File: config.mk
export PLATFORM = sky130hd
export DESIGN_NAME = scrm_regs
export DESIGN_NICKNAME = d
export VERILOG_FILES = /design/src/hdl/scrm_pkg.sv /design/src/hdl/scrm_alias_match.sv /design/src/hdl/scrm_regs.sv
export SDC_FILE = /design/constraint.sdc
export NUM_CORES = 1
export LEC_CHECK = 0
export ABC_AREA = 1
export BUFFER_PORTS_ARGS = -buffer_cell sky130_fd_sc_hd__buf_2
export CAP_MARGIN = 20
export CORE_MARGIN = 1.5
export CORE_UTILIZATION = 50
export CTS_CLUSTER_SIZE = 10
export DETAILED_ROUTE_END_ITERATION = 8
export PLACE_DENSITY = 0.79
export SYNTH_ARGS = -nofsm -noshare
export SYNTH_HDL_FRONTEND = slang
export SYNTH_SLANG_ARGS = --single-unit
File: constraint.sdc
create_clock -name clk -period 2.1 [get_ports clk]
set_input_delay 0.63 -clock clk [delete_from_list [all_inputs] [get_ports clk]]
set_output_delay 0.63 -clock clk [all_outputs]
set_load 0.03 [all_outputs]
File: src/hdl/scrm_pkg.sv
// Purpose: shared constants of the serializer configuration/remap slice
// Assumes: 8-bit register port, 7-bit two-wire addresses
// Notes: offsets are the register addresses of the local register port
package scrm_pkg;
    localparam int ADDR_W = 8;
    localparam int DATA_W = 8;
    localparam int TADDR_W = 7;

    // register offsets
    localparam logic [7:0] OFS_GEN_CFG = 8'h03;
    localparam logic [7:0] OFS_MODE_SEL = 8'h05;
    localparam logic [7:0] OFS_DESER_ID = 8'h06;
    localparam logic [7:0] OFS_DESER_ALIAS = 8'h07;
    localparam logic [7:0] OFS_TARGET_ADDR = 8'h08;
    localparam logic [7:0] OFS_TARGET_ALIAS = 8'h09;

    // general configuration fields
    localparam int GEN_PLL_OVR_BIT = 1;
    localparam int GEN_EDGE_BIT = 0;
    localparam logic [7:0] GEN_CFG_RESET = 8'hC5;

    // payload mode select fields
    localparam int MODE_OVR_BIT = 5;
    localparam int MODE_CUR_BIT = 4;
    localparam int MODE_12HF_BIT = 3;
    localparam int MODE_10B_BIT = 2;
    localparam logic [1:0] MODE_RW_RESET = 2'h0;

    // identifier register fields
    localparam int ID_HOLD_BIT = 0;
    localparam logic [6:0] ADDR7_RESET = 7'h00;
    localparam logic [7:0] RD_UNMAPPED = 8'h00;
endpackage

File: src/hdl/scrm_alias_match.sv
// Purpose: compares one transaction address with one alias field
// Assumes: alias and replacement are 7-bit two-wire addresses
// Notes: a zero alias or a zero replacement disables the path
`timescale 1ns/1ps
`default_nettype none
module scrm_alias_match #(
    parameter int AW = 7
) (
    // address under test
    input wire logic [AW-1:0] txnAddr,
    // programmed fields
    input wire logic [AW-1:0] aliasAddr,
    input wire logic [AW-1:0] replaceAddr,
    // result
    output logic aliasHit,
    output logic pathEnabled
);
    // alias enabled only when nonzero
    assign aliasHit = (aliasAddr != '0) && (txnAddr == aliasAddr);
    // a zero replacement address blocks forwarding
    assign pathEnabled = (aliasAddr != '0) && (replaceAddr != '0);
endmodule
`default_nettype wire

File: src/hdl/scrm_regs.sv
// Purpose: config registers and two-wire alias remap of a link serializer
// Assumes: register port and link inputs synchronous to clk
// Notes: remap decision is one cycle after the address byte
`timescale 1ns/1ps
`default_nettype none
module scrm_regs #(
    parameter int AW = scrm_pkg::TADDR_W
) (
    // clock and reset
    input wire logic clk,
    input wire logic arst_n,
    // local register port
    input wire logic regWrEn,
    input wire logic regRdEn,
    input wire logic [scrm_pkg::ADDR_W-1:0] regAddr,
    input wire logic [scrm_pkg::DATA_W-1:0] regWrData,
    output logic [scrm_pkg::DATA_W-1:0] regRdData,
    output logic regRdValid,
    // PLL clock source
    input wire logic modePinExtOsc,
    input wire logic pllModeRegExtOsc,
    output logic pllExtOscMode,
    // pixel capture edge
    output logic captureRisingEdge,
    // payload mode
    input wire logic bcModeValid,
    input wire logic bcMode12Hf,
    input wire logic bcMode10Bit,
    input wire logic pinMode12Hf,
    input wire logic pinMode10Bit,
    output logic mode12HfSel,
    output logic mode10BitSel,
    // back-channel identifier load
    input wire logic rxLock,
    input wire logic bcIdValid,
    input wire logic [AW-1:0] bcDeserId,
    // transaction remap
    input wire logic txnStart,
    input wire logic [AW-1:0] txnAddr,
    output logic fwdValid,
    output logic fwdToDeser,
    output logic fwdToTarget,
    output logic [AW-1:0] fwdAddr
);
    import scrm_pkg::*;

    // ------------------------------------------------------------------
    // register storage
    // ------------------------------------------------------------------
    logic [7:0] genCfg;
    logic modeOverride;
    logic [1:0] modeRsvd;
    logic statusCurrent;
    logic [AW-1:0] deserId;
    logic identifierHold;
    logic [AW-1:0] deserAlias;
    logic [AW-1:0] targetAddr;
    logic [AW-1:0] targetAlias;
    logic wrGen;
    logic wrMode;
    logic wrId;
    logic wrDAlias;
    logic wrTAddr;
    logic wrTAlias;

    assign wrGen = regWrEn && (regAddr == OFS_GEN_CFG);
    assign wrMode = regWrEn && (regAddr == OFS_MODE_SEL);
    assign wrId = regWrEn && (regAddr == OFS_DESER_ID);
    assign wrDAlias = regWrEn && (regAddr == OFS_DESER_ALIAS);
    assign wrTAddr = regWrEn && (regAddr == OFS_TARGET_ADDR);
    assign wrTAlias = regWrEn && (regAddr == OFS_TARGET_ALIAS);

    always_ff @(posedge clk or negedge arst_n) begin
        if (!arst_n) begin
            genCfg <= GEN_CFG_RESET;
        end else if (wrGen) begin
            genCfg <= regWrData;
        end
    end

    always_ff @(posedge clk or negedge arst_n) begin
        if (!arst_n) begin
            modeOverride <= 1'b0;
            modeRsvd <= MODE_RW_RESET;
        end else if (wrMode) begin
            modeOverride <= regWrData[MODE_OVR_BIT];
            modeRsvd <= regWrData[7:6];
        end
    end

    // ------------------------------------------------------------------
    // identifier: software write or channel auto-load
    // ------------------------------------------------------------------
    logic autoLoad;
    assign autoLoad = rxLock && bcIdValid && !identifierHold;

    always_ff @(posedge clk or negedge arst_n) begin
        if (!arst_n) begin
            deserId <= ADDR7_RESET;
            identifierHold <= 1'b0;
        end else if (wrId) begin
            deserId <= regWrData[7:1];
            identifierHold <= regWrData[ID_HOLD_BIT];
        end else if (autoLoad) begin
            deserId <= bcDeserId;
        end
    end

    always_ff @(posedge clk or negedge arst_n) begin
        if (!arst_n) begin
            deserAlias <= ADDR7_RESET;
            targetAddr <= ADDR7_RESET;
            targetAlias <= ADDR7_RESET;
        end else begin
            if (wrDAlias) begin
                deserAlias <= regWrData[7:1];
            end
            if (wrTAddr) begin
                targetAddr <= regWrData[7:1];
            end
            if (wrTAlias) begin
                targetAlias <= regWrData[7:1];
            end
        end
    end

    // ------------------------------------------------------------------
    // clock source and capture edge
    // ------------------------------------------------------------------
    always_ff @(posedge clk or negedge arst_n) begin
        if (!arst_n) begin
            pllExtOscMode <= 1'b0;
            captureRisingEdge <= 1'b1;
        end else begin
            if (genCfg[GEN_PLL_OVR_BIT]) begin
                pllExtOscMode <= pllModeRegExtOsc;
            end else begin
                pllExtOscMode <= modePinExtOsc;
            end
            captureRisingEdge <= genCfg[GEN_EDGE_BIT];
        end
    end

    // ------------------------------------------------------------------
    // payload mode selection and status
    // ------------------------------------------------------------------
    always_ff @(posedge clk or negedge arst_n) begin
        if (!arst_n) begin
            mode12HfSel <= 1'b0;
            mode10BitSel <= 1'b0;
        end else if (modeOverride) begin
            mode12HfSel <= pinMode12Hf;
            mode10BitSel <= pinMode10Bit;
        end else if (bcModeValid) begin
            mode12HfSel <= bcMode12Hf;
            mode10BitSel <= bcMode10Bit;
        end
    end

    // current while locked after a received status; lost with the lock
    always_ff @(posedge clk or negedge arst_n) begin
        if (!arst_n) begin
            statusCurrent <= 1'b0;
        end else if (!rxLock) begin
            statusCurrent <= 1'b0;
        end else if (bcModeValid) begin
            statusCurrent <= 1'b1;
        end
    end

    // ------------------------------------------------------------------
    // register read
    // ------------------------------------------------------------------
    logic [7:0] next_rdData;
    always_comb begin
        next_rdData = RD_UNMAPPED;
        case (regAddr)
            OFS_GEN_CFG: begin
                next_rdData = genCfg;
            end
            OFS_MODE_SEL: begin
                next_rdData = {modeRsvd, modeOverride,
                    statusCurrent,
                    mode12HfSel,
                    mode10BitSel, 2'b00};
            end
            OFS_DESER_ID: begin
                next_rdData = {deserId, identifierHold};
            end
            OFS_DESER_ALIAS: begin
                next_rdData = {deserAlias, 1'b0};
            end
            OFS_TARGET_ADDR: begin
                next_rdData = {targetAddr, 1'b0};
            end
            OFS_TARGET_ALIAS: begin
                next_rdData = {targetAlias, 1'b0};
            end
            default: begin
                next_rdData = RD_UNMAPPED;
            end
        endcase
    end

    always_ff @(posedge clk or negedge arst_n) begin
        if (!arst_n) begin
            regRdData <= RD_UNMAPPED;
            regRdValid <= 1'b0;
        end else begin
            regRdValid <= regRdEn;
            if (regRdEn) begin
                regRdData <= next_rdData;
            end
        end
    end

    // ------------------------------------------------------------------
    // alias remap of the first address byte
    // ------------------------------------------------------------------
    logic deserHit;
    logic deserPathOn;
    logic targetHit;
    logic targetPathOn;

    scrm_alias_match #(.AW(AW)) uDeserMatch (
        .txnAddr(txnAddr),
        .aliasAddr(deserAlias),
        .replaceAddr(deserId),
        .aliasHit(deserHit),
        .pathEnabled(deserPathOn)
    );

    scrm_alias_match #(.AW(AW)) uTargetMatch (
        .txnAddr(txnAddr),
        .aliasAddr(targetAlias),
        .replaceAddr(targetAddr),
        .aliasHit(targetHit),
        .pathEnabled(targetPathOn)
    );

    // deserializer alias has priority when both aliases match
    always_ff @(posedge clk or negedge arst_n) begin
        if (!arst_n) begin
            fwdValid <= 1'b0;
            fwdToDeser <= 1'b0;
            fwdToTarget <= 1'b0;
            fwdAddr <= ADDR7_RESET;
        end else begin
            fwdValid <= txnStart;
            if (txnStart) begin
                if (deserHit) begin
                    fwdToDeser <= deserPathOn;
                    fwdToTarget <= 1'b0;
                    fwdAddr <= deserPathOn ? deserId : txnAddr;
                end else if (targetHit) begin
                    fwdToDeser <= 1'b0;
                    fwdToTarget <= targetPathOn;
                    fwdAddr <= targetPathOn ? targetAddr : txnAddr;
                end else begin
                    fwdToDeser <= 1'b0;
                    fwdToTarget <= 1'b0;
                    fwdAddr <= txnAddr;
                end
            end
        end
    end
endmodule
`default_nettype wire

* Word level (Yosys, flattened, before mapping)
Cells that the tools add are included.
** Storage, ports and cells
- Output and inout port bits :: 23
- Word-level logic and storage cells :: 64
- Bits in registers :: 64
- Input port bits :: 44
** Operators by class
- Reductions and logical operators :: 19
- Mux-type cells :: 17
- Eq/ne operators :: 9
** Operators by type and width (count)
- $pmux W8 S6 :: 1
- $mux W7 :: 6
- $reduce_bool A7 Y1 :: 4
- $eq A8 B3 Y1 const B :: 3
- $eq A8 B4 Y1 const B :: 2
- $eq A7 B7 Y1 :: 2
- $logic_and A1 B1 Y1 :: 12
- $mux W1 :: 10
- $eq A8 B2 Y1 const B :: 1
- $reduce_bool A2 Y1 :: 2
- $ne A2 B2 Y1 const B :: 1
- $logic_not A1 Y1 :: 1

* Logic depth before layout (Yosys ltp)
Gate-level depths: netlist (run 1).
- Depth in word-level cells :: 5
- Gate-level depth with buffers :: 11
- Depth with buffers taken out :: 11

* Modules after synthesis
From an unflattened synthesis (run 1), not the netlist that was laid out.
** Unflattened totals
- Cell total of the unflattened synthesis :: 460
- Area total of the unflattened synthesis :: 3659.8 um^2
** Modules (own cells, without submodules)
- scrm_regs :: area an instance 3321.9 um^2, sequential area each 1607.8 um^2, times used 1, cells an instance 384
- scrm_alias_match :: area an instance 168.9 um^2, sequential area each 0.0 um^2, times used 2, cells an instance 38

* Least setup slack after synthesis (run 1)
No wires, ideal clock.
- Kind :: input to register
- From :: in regAddr[1] in the netlist's numbering
- To :: reg deserId[6]
- Slack :: 0.430 ns
- Data required time :: 1.971 ns
- Buffers on the path :: 2
- Setup time :: 0.129 ns
- Stages on the path :: 7
- Data arrival time :: 1.541 ns
- Path through :: buf_4 -> inv_6 -> nor3_4 -> nand3_2 -> buf_2 -> nand3_1 -> o211ai_2
** Between the ends
- Cells in the longest elaborated chain, start to end :: 3
- Elaborated cells on any way between the ends :: 4
- Classes of those cells :: 1 x eq/ne; 1 x mux; 2 x reduce/logical
** Ends and longest elaborated chain
- start, declared :: line scrm_regs.sv:15 : input wire logic [scrm_pkg::ADDR_W-1:0] regAddr,
- $eq A8 B3 Y1 (*) :: line scrm_regs.sv:68 : assign wrId = regWrEn && (regAddr == OFS_DESER_ID);
- $logic_and A1 B1 Y1 (*) :: line scrm_regs.sv:68
- $mux W7 or $reduce_bool A2 Y1 (tied branches)
- end signal, assigned :: line scrm_regs.sv:102 : deserId <= regWrData[7:1];
- end signal, assigned :: line scrm_regs.sv:105 : deserId <= bcDeserId;
- end, declared :: line scrm_regs.sv:54 : logic [AW-1:0] deserId;
Every way passes the cells marked *; elsewhere a longest branch is shown, timed or not.
A chain may end at the register's enable or synchronous reset.

* Final worst setup path (run 1)
- From :: reg captureRisingEdge
- To :: out captureRisingEdge
** RTL lines
- start, declared :: line scrm_regs.sv:24 : output logic captureRisingEdge,
- start signal, assigned :: line scrm_regs.sv:140 : captureRisingEdge <= genCfg[GEN_EDGE_BIT];
No word-level cell between the ends.

==> out/results.txt, run 1 <==
Hold WS: 209 ps
post-CTS resize count: 0
top cells by area, synth: dfrtp_1 (40%), nand2_1 (16%), nand3_1 (8.1%)
Yosys top cell area share: 39.7%
post-synth cell types: 38
max_slew headroom: 73.0%
number of global-route vias before repair: 3403
Final Util: 60.8%
crit-path cells: buf_2
PwrDens: 733 mW/mm^2
DR pass1 iterations: 5
Final ANT Viol Nets: 0
most common cell after layout, fill and taps aside: nand2_1
CTS tree: yes
WP data required: 1470 ps
Max-Cap Viols: 0
Post-Syn Nets: 547
Finished Layout Cells: 676
share of cells above drive strength 1: 24.6%
synthesized area per cell: 7.39 sq um
Die Height: 89.2 um
Slew Limit Fails: 0
aggregate global routing overflow: 0
WL final: 10100 um
arrival time at the worst endpoint: 1040 ps
delay-heaviest family, CP: flip-flops
initial antenna violation count: 0
I/O Buffers: 66
register share of total power: 43.1%
status: finished, final reports clean
switch share: 29.7%
Final min period: 1670 ps
cts hold-fix bufs: 0
Core ar.: 0.00721 sq mm
num ports: 67
VDD IR-drop max: 517 uV
Slowest cell on crit path: dfstp_2
RD Place Congestion: 0.991
Max Root-Sink Buffers: 2
n_diodes: 0
Tightest Pin Transition: 404 ps
wire per inst: 14.9 um
Vias: 3589
1st-iter DRT viols: 319
CP Class: reg -> out
Int Power: 2260 uW
Cell Area, Synth: 0.00372 sq mm
Worst-Skew Late Latency: 340 ps
Startpoint Class: register
GRT Total Usage: 28.2%
Final Cycle Share: 79.6%
pin count of the biggest net entering global routing: 48
Starting Density: 51.5%
Hold Crit Class: in -> async
commonest cells after routing, fill and taps aside: nand2_1 (156), buf_2 (66), nand3_1 (60)
Final Skew: 7.72 ps
leakage: 0.00220 uW
Setup Viol. Count Final: 0
Synth area leader: dfrtp_1
sequential area share after synthesis: 43.3%
combinational share of power: 17.7%
Sw Pwr: 954 uW
FP Rows: 31
CTS root buffer: clkbuf_8
clock power share: 39.2%
DIE AREA: 0.00796 sq mm
Final Hold Fails: 0
Buf+Inv Stages, Crit Path: 1
NumNets Final: 616
Tot Pwr: 3210 uW
# Post-CTS Setup Buffers: 0
unrepaired setup endpoints after global routing: no
critical path peak fanout: 1
Synth Register Bits: 64
CP Capture Type: primary output
Cells after Synth: 503
Clock Sinks: 64
DRC Markers: 0
H-tree depth: 3
Vias/cell: 5.31
CTS Buf Count: 9
placed cell count: 660
Detailed Place HPWL: 7670 um
Clk pin slew, worst setup/hold paths: 70 ps
first-pass GRT wire length: 16700 um
setup TNS: 0 ps
Max Freq: 598 MHz
Layout area overhead: 18.0%
Die Wd: 89.2 um
max incr delay on CP: 510 ps
yosys synthesis warning count: 0
layout make-up:
cell class	instances	area [sq um]
clock buffer	12	165
clock inverter	4	75.1
fill	682	2830
inverter	48	185
multi-input combinational	379	1860
sequential	64	1610
tap	99	124
timing repair buffer	70	373
state kept, by name (all words and copies together), names as in the netlist, 2 cells and up:
register     cells
deserAlias       7
fwdAddr          7
targetAlias      7
regRdData        8
targetAddr       7
modeRsvd         2
genCfg           8
deserId          7
synthesized netlist by cell type:
master	n
o211ai_2	7
o31ai_1	1
inv_2	12
inv_6	1
o21ai_2	8
a21oi_2	1
nor2_4	2
nor3_4	1
o211ai_1	2
nor4_1	1
nand3_1	60
xor2_1	3
nand2_1	156
clkinv_1	1
buf_2	7
o21ai_1	28
nor3_2	2
buf_6	1
o21ai_0	8
nor2b_1	1
clkbuf_1	2
o21a_1	1
nor3_1	3
inv_1	34
nand2_2	7
o211a_1	1
dfrtp_1	59
nand3_2	5
dfstp_2	5
buf_4	2
nor4_4	1
nor2_2	2
xnor2_1	3
nand2_4	1
mux2_2	1
nor2_1	58
nand4_1	1
a21oi_1	14
final timing paths:
check | startpoint | endpoint | slack, ps | cells past startpoint
max in group asynchronous | arst_n | genCfg[0]$_DFFE_PN1P_ | 1260 | 2
worst max-delay path | captureRisingEdge$_DFF_PN1_ | captureRisingEdge | 430 | 1
worst max register to register | targetAddr[4]$_DFFE_PN0P_ | fwdAddr[6]$_DFFE_PN0P_ | 430 | 11
min in group clk | genCfg[0]$_DFFE_PN1P_ | captureRisingEdge$_DFF_PN1_ | 380 | 0
worst min register to register | genCfg[0]$_DFFE_PN1P_ | captureRisingEdge$_DFF_PN1_ | 380 | 0
worst min-delay path | arst_n | fwdValid$_DFF_PN0_ | 210 | 1
logic make-up after synthesis:
family          share of synthesized area [%]
mux                                     0.303
buf+inv                                  6.83
xor+xnor                                 1.41
compound gates                           12.3
simple gates                             35.9
flops                                    43.3
power groups by stage:
| stage | clock [uW] | combinational [uW] | sequential [uW] |
|---|---|---|---|
| floorplan | 0 | 322 | 1440 |
| global placement | 0 | 550 | 1400 |
| detailed placement | 0 | 563 | 1400 |
| CTS | 1270 | 566 | 1380 |
| global route | 1330 | 639 | 1390 |
| finish | 1260 | 568 | 1390 |
metrics by stage:
step	setup slack [ps]	cell area, sq um
3_3_place_gp	192	4150
5_1_grt	312	4390
6_report	428	4390
2_1_floorplan	430	3720
4_1_cts	418	4390
3_5_place_dp	183	4150
per-layer routing:
metal / vias up / share of wire [%] / global-route usage, %
li1: 1768 / - / -
met1: 1640 / 45 / 37.9
met2: 151 / 46 / 45.9
met3: 30 / 5.5 / 3.32
met4: 0 / 3.2 / 12.3
met5: - / 0 / 0
No activity file was read; power rests on OpenSTA's default activity.
==> inputs of run 2 (changes only) <==
==> constraint.sdc (replaced) <==
create_clock -name clk -period 1.6 [get_ports clk]
set_input_delay 0.48 -clock clk [delete_from_list [all_inputs] [get_ports clk]]
set_output_delay 0.48 -clock clk [all_outputs]
set_load 0.03 [all_outputs]
==> out/results.txt, run 2 (synthesis gave the netlist of run 1 again) <==
Die Wd: 89.2 um (unchanged)
I/O Buffers: 66 (unchanged)
Int Power: 2940 uW (+30%)
Slowest cell on crit path: dfstp_2
CTS Buf Count: 9 (unchanged)
Sw Pwr: 1280 uW (+34%)
share of cells above drive strength 1: 31.8% (+7.2 points)
max_slew headroom: 76.8% (+3.8 points)
critical path peak fanout: 1 (unchanged)
Starting Density: 51.5% (unchanged)
Layout area overhead: 27.2%
WL final: 10500 um (+4.0%)
RD Place Congestion: 0.976 (-1.5%)
CTS tree: yes
aggregate global routing overflow: 0 (unchanged)
crit-path cells: buf_2
Final Cycle Share: 96.9%
cts hold-fix bufs: 0 (unchanged)
arrival time at the worst endpoint: 1070 ps (+30 ps)
Max Freq: 645 MHz
wire per inst: 14.6 um (-1.8%)
CP Capture Type: primary output
max incr delay on CP: 520 ps (about the same)
Final ANT Viol Nets: 0 (unchanged)
num ports: 67 (unchanged)
Slew Limit Fails: 0 (unchanged)
Max-Cap Viols: 0 (unchanged)
H-tree depth: 3 (unchanged)
Buf+Inv Stages, Crit Path: 1 (unchanged)
Worst-Skew Late Latency: 350 ps (about the same)
register share of total power: 42.9% (-0.2 points)
DRC Markers: 0 (unchanged)
Detailed Place HPWL: 8060 um (+5.1%)
Worst R2R Start: deserAlias[0]$_DFFE_PN0P_
status: finished, final reports clean
clock power share: 35.7% (-3.5 points)
Hold WS: 131 ps (-77.9 ps)
Setup Viol. Count Final: 0 (unchanged)
Tot Pwr: 4220 uW (+31%)
DR pass1 iterations: 5 (unchanged)
VDD IR-drop max: 494 uV (-4.3%)
combinational share of power: 21.4% (+3.7 points)
most common cell after layout, fill and taps aside: nand2_1
Max Root-Sink Buffers: 2 (unchanged)
DIE AREA: 0.00796 sq mm (unchanged)
leakage: 0.00240 uW (+9.4%)
Hold Crit Class: in -> async
dpl ws: -133 ps (-316 ps)
Final Hold Fails: 0 (unchanged)
Final Skew: 10.4 ps (+2.71 ps)
GRT Total Usage: 28.9% (+0.77 points)
PwrDens: 891 mW/mm^2 (+22%)
commonest cells after routing, fill and taps aside: nand2_1 (155), buf_2 (66), nand3_1 (58)
1st-iter DRT viols: 309 (-3.1%)
CP Class: reg -> out
initial antenna violation count: 0 (unchanged)
Reg2Reg Depth: 10 (-1)
FP Rows: 31 (unchanged)
Startpoint Class: register
delay-heaviest family, CP: flip-flops
NumNets Final: 656 (+6.5%)
switch share: 30.4% (+0.69 points)
Tightest Pin Transition: 344 ps (-60.4 ps)
Die Height: 89.2 um (unchanged)
CTS root buffer: clkbuf_8
Core ar.: 0.00721 sq mm (unchanged)
largest registers: genCfg (8), regRdData (8)
final worst slack: 49.9 ps (-378 ps)
WP data required: 1120 ps (-350 ps)
pin count of the biggest net entering global routing: 65 (+35%)
setup slack, reg-to-reg: 120 ps (-310 ps)
Fillers: 643 (-5.7%)
Vias/cell: 5.23 (-1.4%)
Final min period: 1550 ps
first-pass GRT wire length: 17200 um (+3.1%)
n_diodes: 0 (unchanged)
Critical R2R Capture: fwdAddr[1]$_DFFE_PN0P_
Clock Sinks: 64 (unchanged)
Clk pin slew, worst setup/hold paths: 80 ps (about the same)
number of global-route vias before repair: 3477 (+2.2%)
Vias: 3747 (+4.4%)
-- run 2: layout make-up --
cell class	count	area (sq um)	share of cell area (%)
timing repair buffer	110	698	14.8
clock buffer	10	128	2.70
inverter	48	185	3.92
multi-input combinational	379	1890	40.0
sequential	64	1620	34.2
clock inverter	6	83.8	1.77
tap	99	124	2.62
-- run 2: worst max-delay path by stage --
| stage | cells after the start | slack (ps) | startpoint | endpoint |
|---|---|---|---|---|
| 5_1_grt | 8 | -2 | deserId[0]$_DFFE_PN0P_ | fwdAddr[1]$_DFFE_PN0P_ |
| 3_5_place_dp | 8 | -130 | regAddr[3] | regRdData[0]$_DFFE_PN0P_ |
| 3_3_place_gp | 8 | -130 | regAddr[3] | regRdData[0]$_DFFE_PN0P_ |
| 2_1_floorplan | 7 | 80 | regAddr[1] | deserId[6]$_DFFE_PN0P_ |
| 6_report | 1 | 50 | captureRisingEdge$_DFF_PN1_ | captureRisingEdge |
| 4_1_cts | 8 | 30 | deserId[0]$_DFFE_PN0P_ | fwdAddr[1]$_DFFE_PN0P_ |
-- run 2: repair_timing --
| action | CTS | global route |
|---|---|---|
| endpoints found under the setup margin | 0 | 8 |
| resized for setup | 0 | 20 |
| buffers inserted | 0 | 4 |
-- run 2: power groups by stage --
stage          sequential (uW)  combinational [uW]  clock, uW
2_1_floorplan             1890                 422          0
3_3_place_gp              1830                 815          0
3_5_place_dp              1830                 833          0
4_1_cts                   1800                 836       1530
5_1_grt                   1820                1000       1610
6_report                  1810                 901       1510
-- run 2: metal layers --
| layer | GRT usage [%] | share of wire, % | vias up |
|---|---|---|---|
| li1 | - | - | 1851 |
| met1 | 38.9 | 44 | 1710 |
| met2 | 46.7 | 47 | 153 |
| met3 | 4.71 | 6.2 | 33 |
| met4 | 11.7 | 3.4 | 0 |
| met5 | 0 | 0 | - |
-- run 2: per-stage QoR --
step	setup TNS [ps]	utilization (%)	instance area, sq um	std cells
CTS	0	64.5	4650	712
global placement	-1330	61.6	4440	696
finish	0	65.6	4730	716
floorplan	0	-	3720	503
detailed placement	-2290	61.6	4440	696
global route	-2.48	65.6	4730	716
==> inputs of run 3 (changes only) <==
==> constraint.sdc (replaced) <==
create_clock -name clk -period 1.6 [get_ports clk]
set_input_delay 0.16 -clock clk [delete_from_list [all_inputs] [get_ports clk]]
set_output_delay 0.16 -clock clk [all_outputs]
set_load 0.03 [all_outputs]
==> out/results.txt, run 3 (synthesis gave the netlist of run 1 again) <==
status: finished, final reports clean
Max Root-Sink Buffers: 2 (unchanged)
register share of total power: 41.9% (-1.0 points)
PwrDens: 937 mW/mm^2 (+5.1%)
Clk pin slew, worst setup/hold paths: 70 ps (about the same)
first-pass GRT wire length: 17000 um (-1.4%)
H-tree depth: 3 (unchanged)
Hold WS: 39.2 ps (-91.8 ps)
GRT Total Usage: 28.8% (-0.13 points)
Final Util: 63.9% (-1.7 points)
Final min period: 1520 ps (-27.6 ps)
setup TNS: 0 ps (unchanged)
number of global-route vias before repair: 3302 (-5.0%)
Setup Viol. Count Final: 0 (unchanged)
commonest cells after routing, fill and taps aside: nand2_1 (154), buf_2 (66), nand3_1 (58)
met2 Usage GRT: 44.7% (-2.0 points)
largest registers: genCfg (8), regRdData (8)
aggregate global routing overflow: 0 (unchanged)
most common cell after layout, fill and taps aside: nand2_1
CTS tree: yes
Sw Pwr: 1300 uW (+1.9%)
Clock Sinks: 64 (unchanged)
FP Rows: 31 (unchanged)
clock power share: 37.3% (+1.6 points)
WP data required: 1860 ps (+740 ps)
NumNets Final: 636 (-3.0%)
leakage: 0.00231 uW (-4.0%)
Max Freq: 657 MHz (+1.8%)
Int Power: 3010 uW (+2.6%)
arrival time at the worst endpoint: 1790 ps (+720 ps)
pin count of the biggest net entering global routing: 24 (-63%)
Tot Pwr: 4320 uW (+2.4%)
max_slew headroom: 61.3% (-16 points)
Tightest Pin Transition: 581 ps (+237 ps)
Core ar.: 0.00721 sq mm (unchanged)
DRC Markers: 0 (unchanged)
share of cells above drive strength 1: 29.8% (-2.0 points)
Layout area overhead: 24.0%
CTS Buf Count: 9 (unchanged)
Startpoint Class: register
CP Class: reg -> reg
switch share: 30.2% (-0.16 points)
n_diodes: 0 (unchanged)
DR pass1 iterations: 5 (unchanged)
combinational share of power: 20.8% (-0.6 points)
Final Skew: 9.48 ps (-0.953 ps)
Hold Path Depth: 3
met1 GRT Util: 40.6% (+1.7 points)
initial antenna violation count: 0 (unchanged)
Hold Crit Class: in -> reg
Slew Limit Fails: 0 (unchanged)
critical path peak fanout: 8 (+7)
wire per inst: 15.5 um (+6.0%)
VDD IR-drop max: 530 uV (+7.3%)
num ports: 67 (unchanged)
Final Cycle Share: 95.2% (-1.7 points)
DIE AREA: 0.00796 sq mm (unchanged)
CP Capture Type: register
Worst-Skew Late Latency: 340 ps (about the same)
Vias/cell: 5.34 (+2.0%)
Max-Cap Viols: 0 (unchanged)
Detailed Place HPWL: 8190 um (+1.6%)
Reg2Reg Depth: 9 (-1)
Vias: 3715 (-0.85%)
Final Hold Fails: 0 (unchanged)
Fillers: 643 (unchanged)
1st-iter DRT viols: 271 (-12%)
Die Height: 89.2 um (unchanged)
Starting Density: 51.5% (unchanged)
busiest grt layer: met2
grt met3 use: 3.97% (-0.74 points)
Die Wd: 89.2 um (unchanged)
I/O Buffers: 66 (unchanged)
RD Place Congestion: 1.03 (+5.1%)
WL final: 10800 um (+3.0%)
CTS root buffer: clkbuf_8
Final ANT Viol Nets: 0 (unchanged)
run 3: cell count changes in the layout (fill, tap and decap cells not counted), moves of 2 or more:
cell and change:
buf_4 -21, nor2_1 -3, nor2_2 +3, clkbuf_8 +2, clkinv_2 -2, o21ai_0 +2, o21ai_1 -2
run 3: path summary, 6_finish.rpt:
path | from | to | slack, ps
setup reg to reg | deserAlias[0]$_DFFE_PN0P_ | fwdAddr[6]$_DFFE_PN0P_ | 80
setup / recovery | deserAlias[0]$_DFFE_PN0P_ | fwdAddr[6]$_DFFE_PN0P_ | 80
hold reg to reg | genCfg[0]$_DFFE_PN1P_ | captureRisingEdge$_DFF_PN1_ | 390
min in group asynchronous | arst_n | genCfg[5]$_DFFE_PN0P_ | 350
max in group asynchronous | arst_n | genCfg[2]$_DFFE_PN1P_ | 650
hold / removal | pinMode10Bit | mode10BitSel$_DFFE_PN0P_ | 40
run 3: layout make-up:
cell class | instances | area, sq um | area share, %
multi-input cells | 379 | 1910 | 41.4
flip-flops and latches | 64 | 1620 | 35.1
repair buffers | 90 | 551 | 11.9
inverters | 48 | 185 | 4.02
clock buffers | 13 | 159 | 3.45
well taps | 99 | 124 | 2.69
clock inverters | 3 | 65.1 | 1.41
run 3: per-stage QoR:
step | instances | instance area (sq um) | setup WS, ps
after floorplan | 503 | 3720 | 269
final | 696 | 4610 | 77.5
after global placement | 673 | 4260 | -60.7
after CTS | 690 | 4490 | 27.8
after global routing | 696 | 4610 | -16.1
after detailed placement | 673 | 4260 | -50.1
run 3: worst max-delay path, stage by stage (launching register included):
cell and delay (ps):
dfrtp_2 450, nor2_1 110, nand2_1 70, nor2_2 150, inv_2 100, nand2_4 100, inv_2 50, o21ai_0 180
nand2_1 80, a21oi_1 160
run 3: per-layer routing:
layer / part of all wire (%) / wire length, um / vias to the layer above
li1: - / - / 1814
met4: 3.0 / 323 / 0
met5: 0 / 0 / -
met2: 46 / 4960 / 161
met1: 44 / 4720 / 1710
met3: 7.4 / 798 / 30
run 3: timing repair:
item	4_1_cts	5_1_grt
hold buffers	1	0
pin swaps	0	3
cloned	0	0
buffers inserted	0	6
endpoints found under the setup margin	1	8
endpoints found under the hold margin	15	0
gates resized for setup	1	21
run 3: power by group through the flow:
stage,logic (uW),clock network (uW),registers [uW]
after global routing,993,1690,1820
after detailed placement,805,0,1830
after CTS,810,1600,1800
after floorplan,422,0,1890
after global placement,791,0,1830
final,899,1610,1810
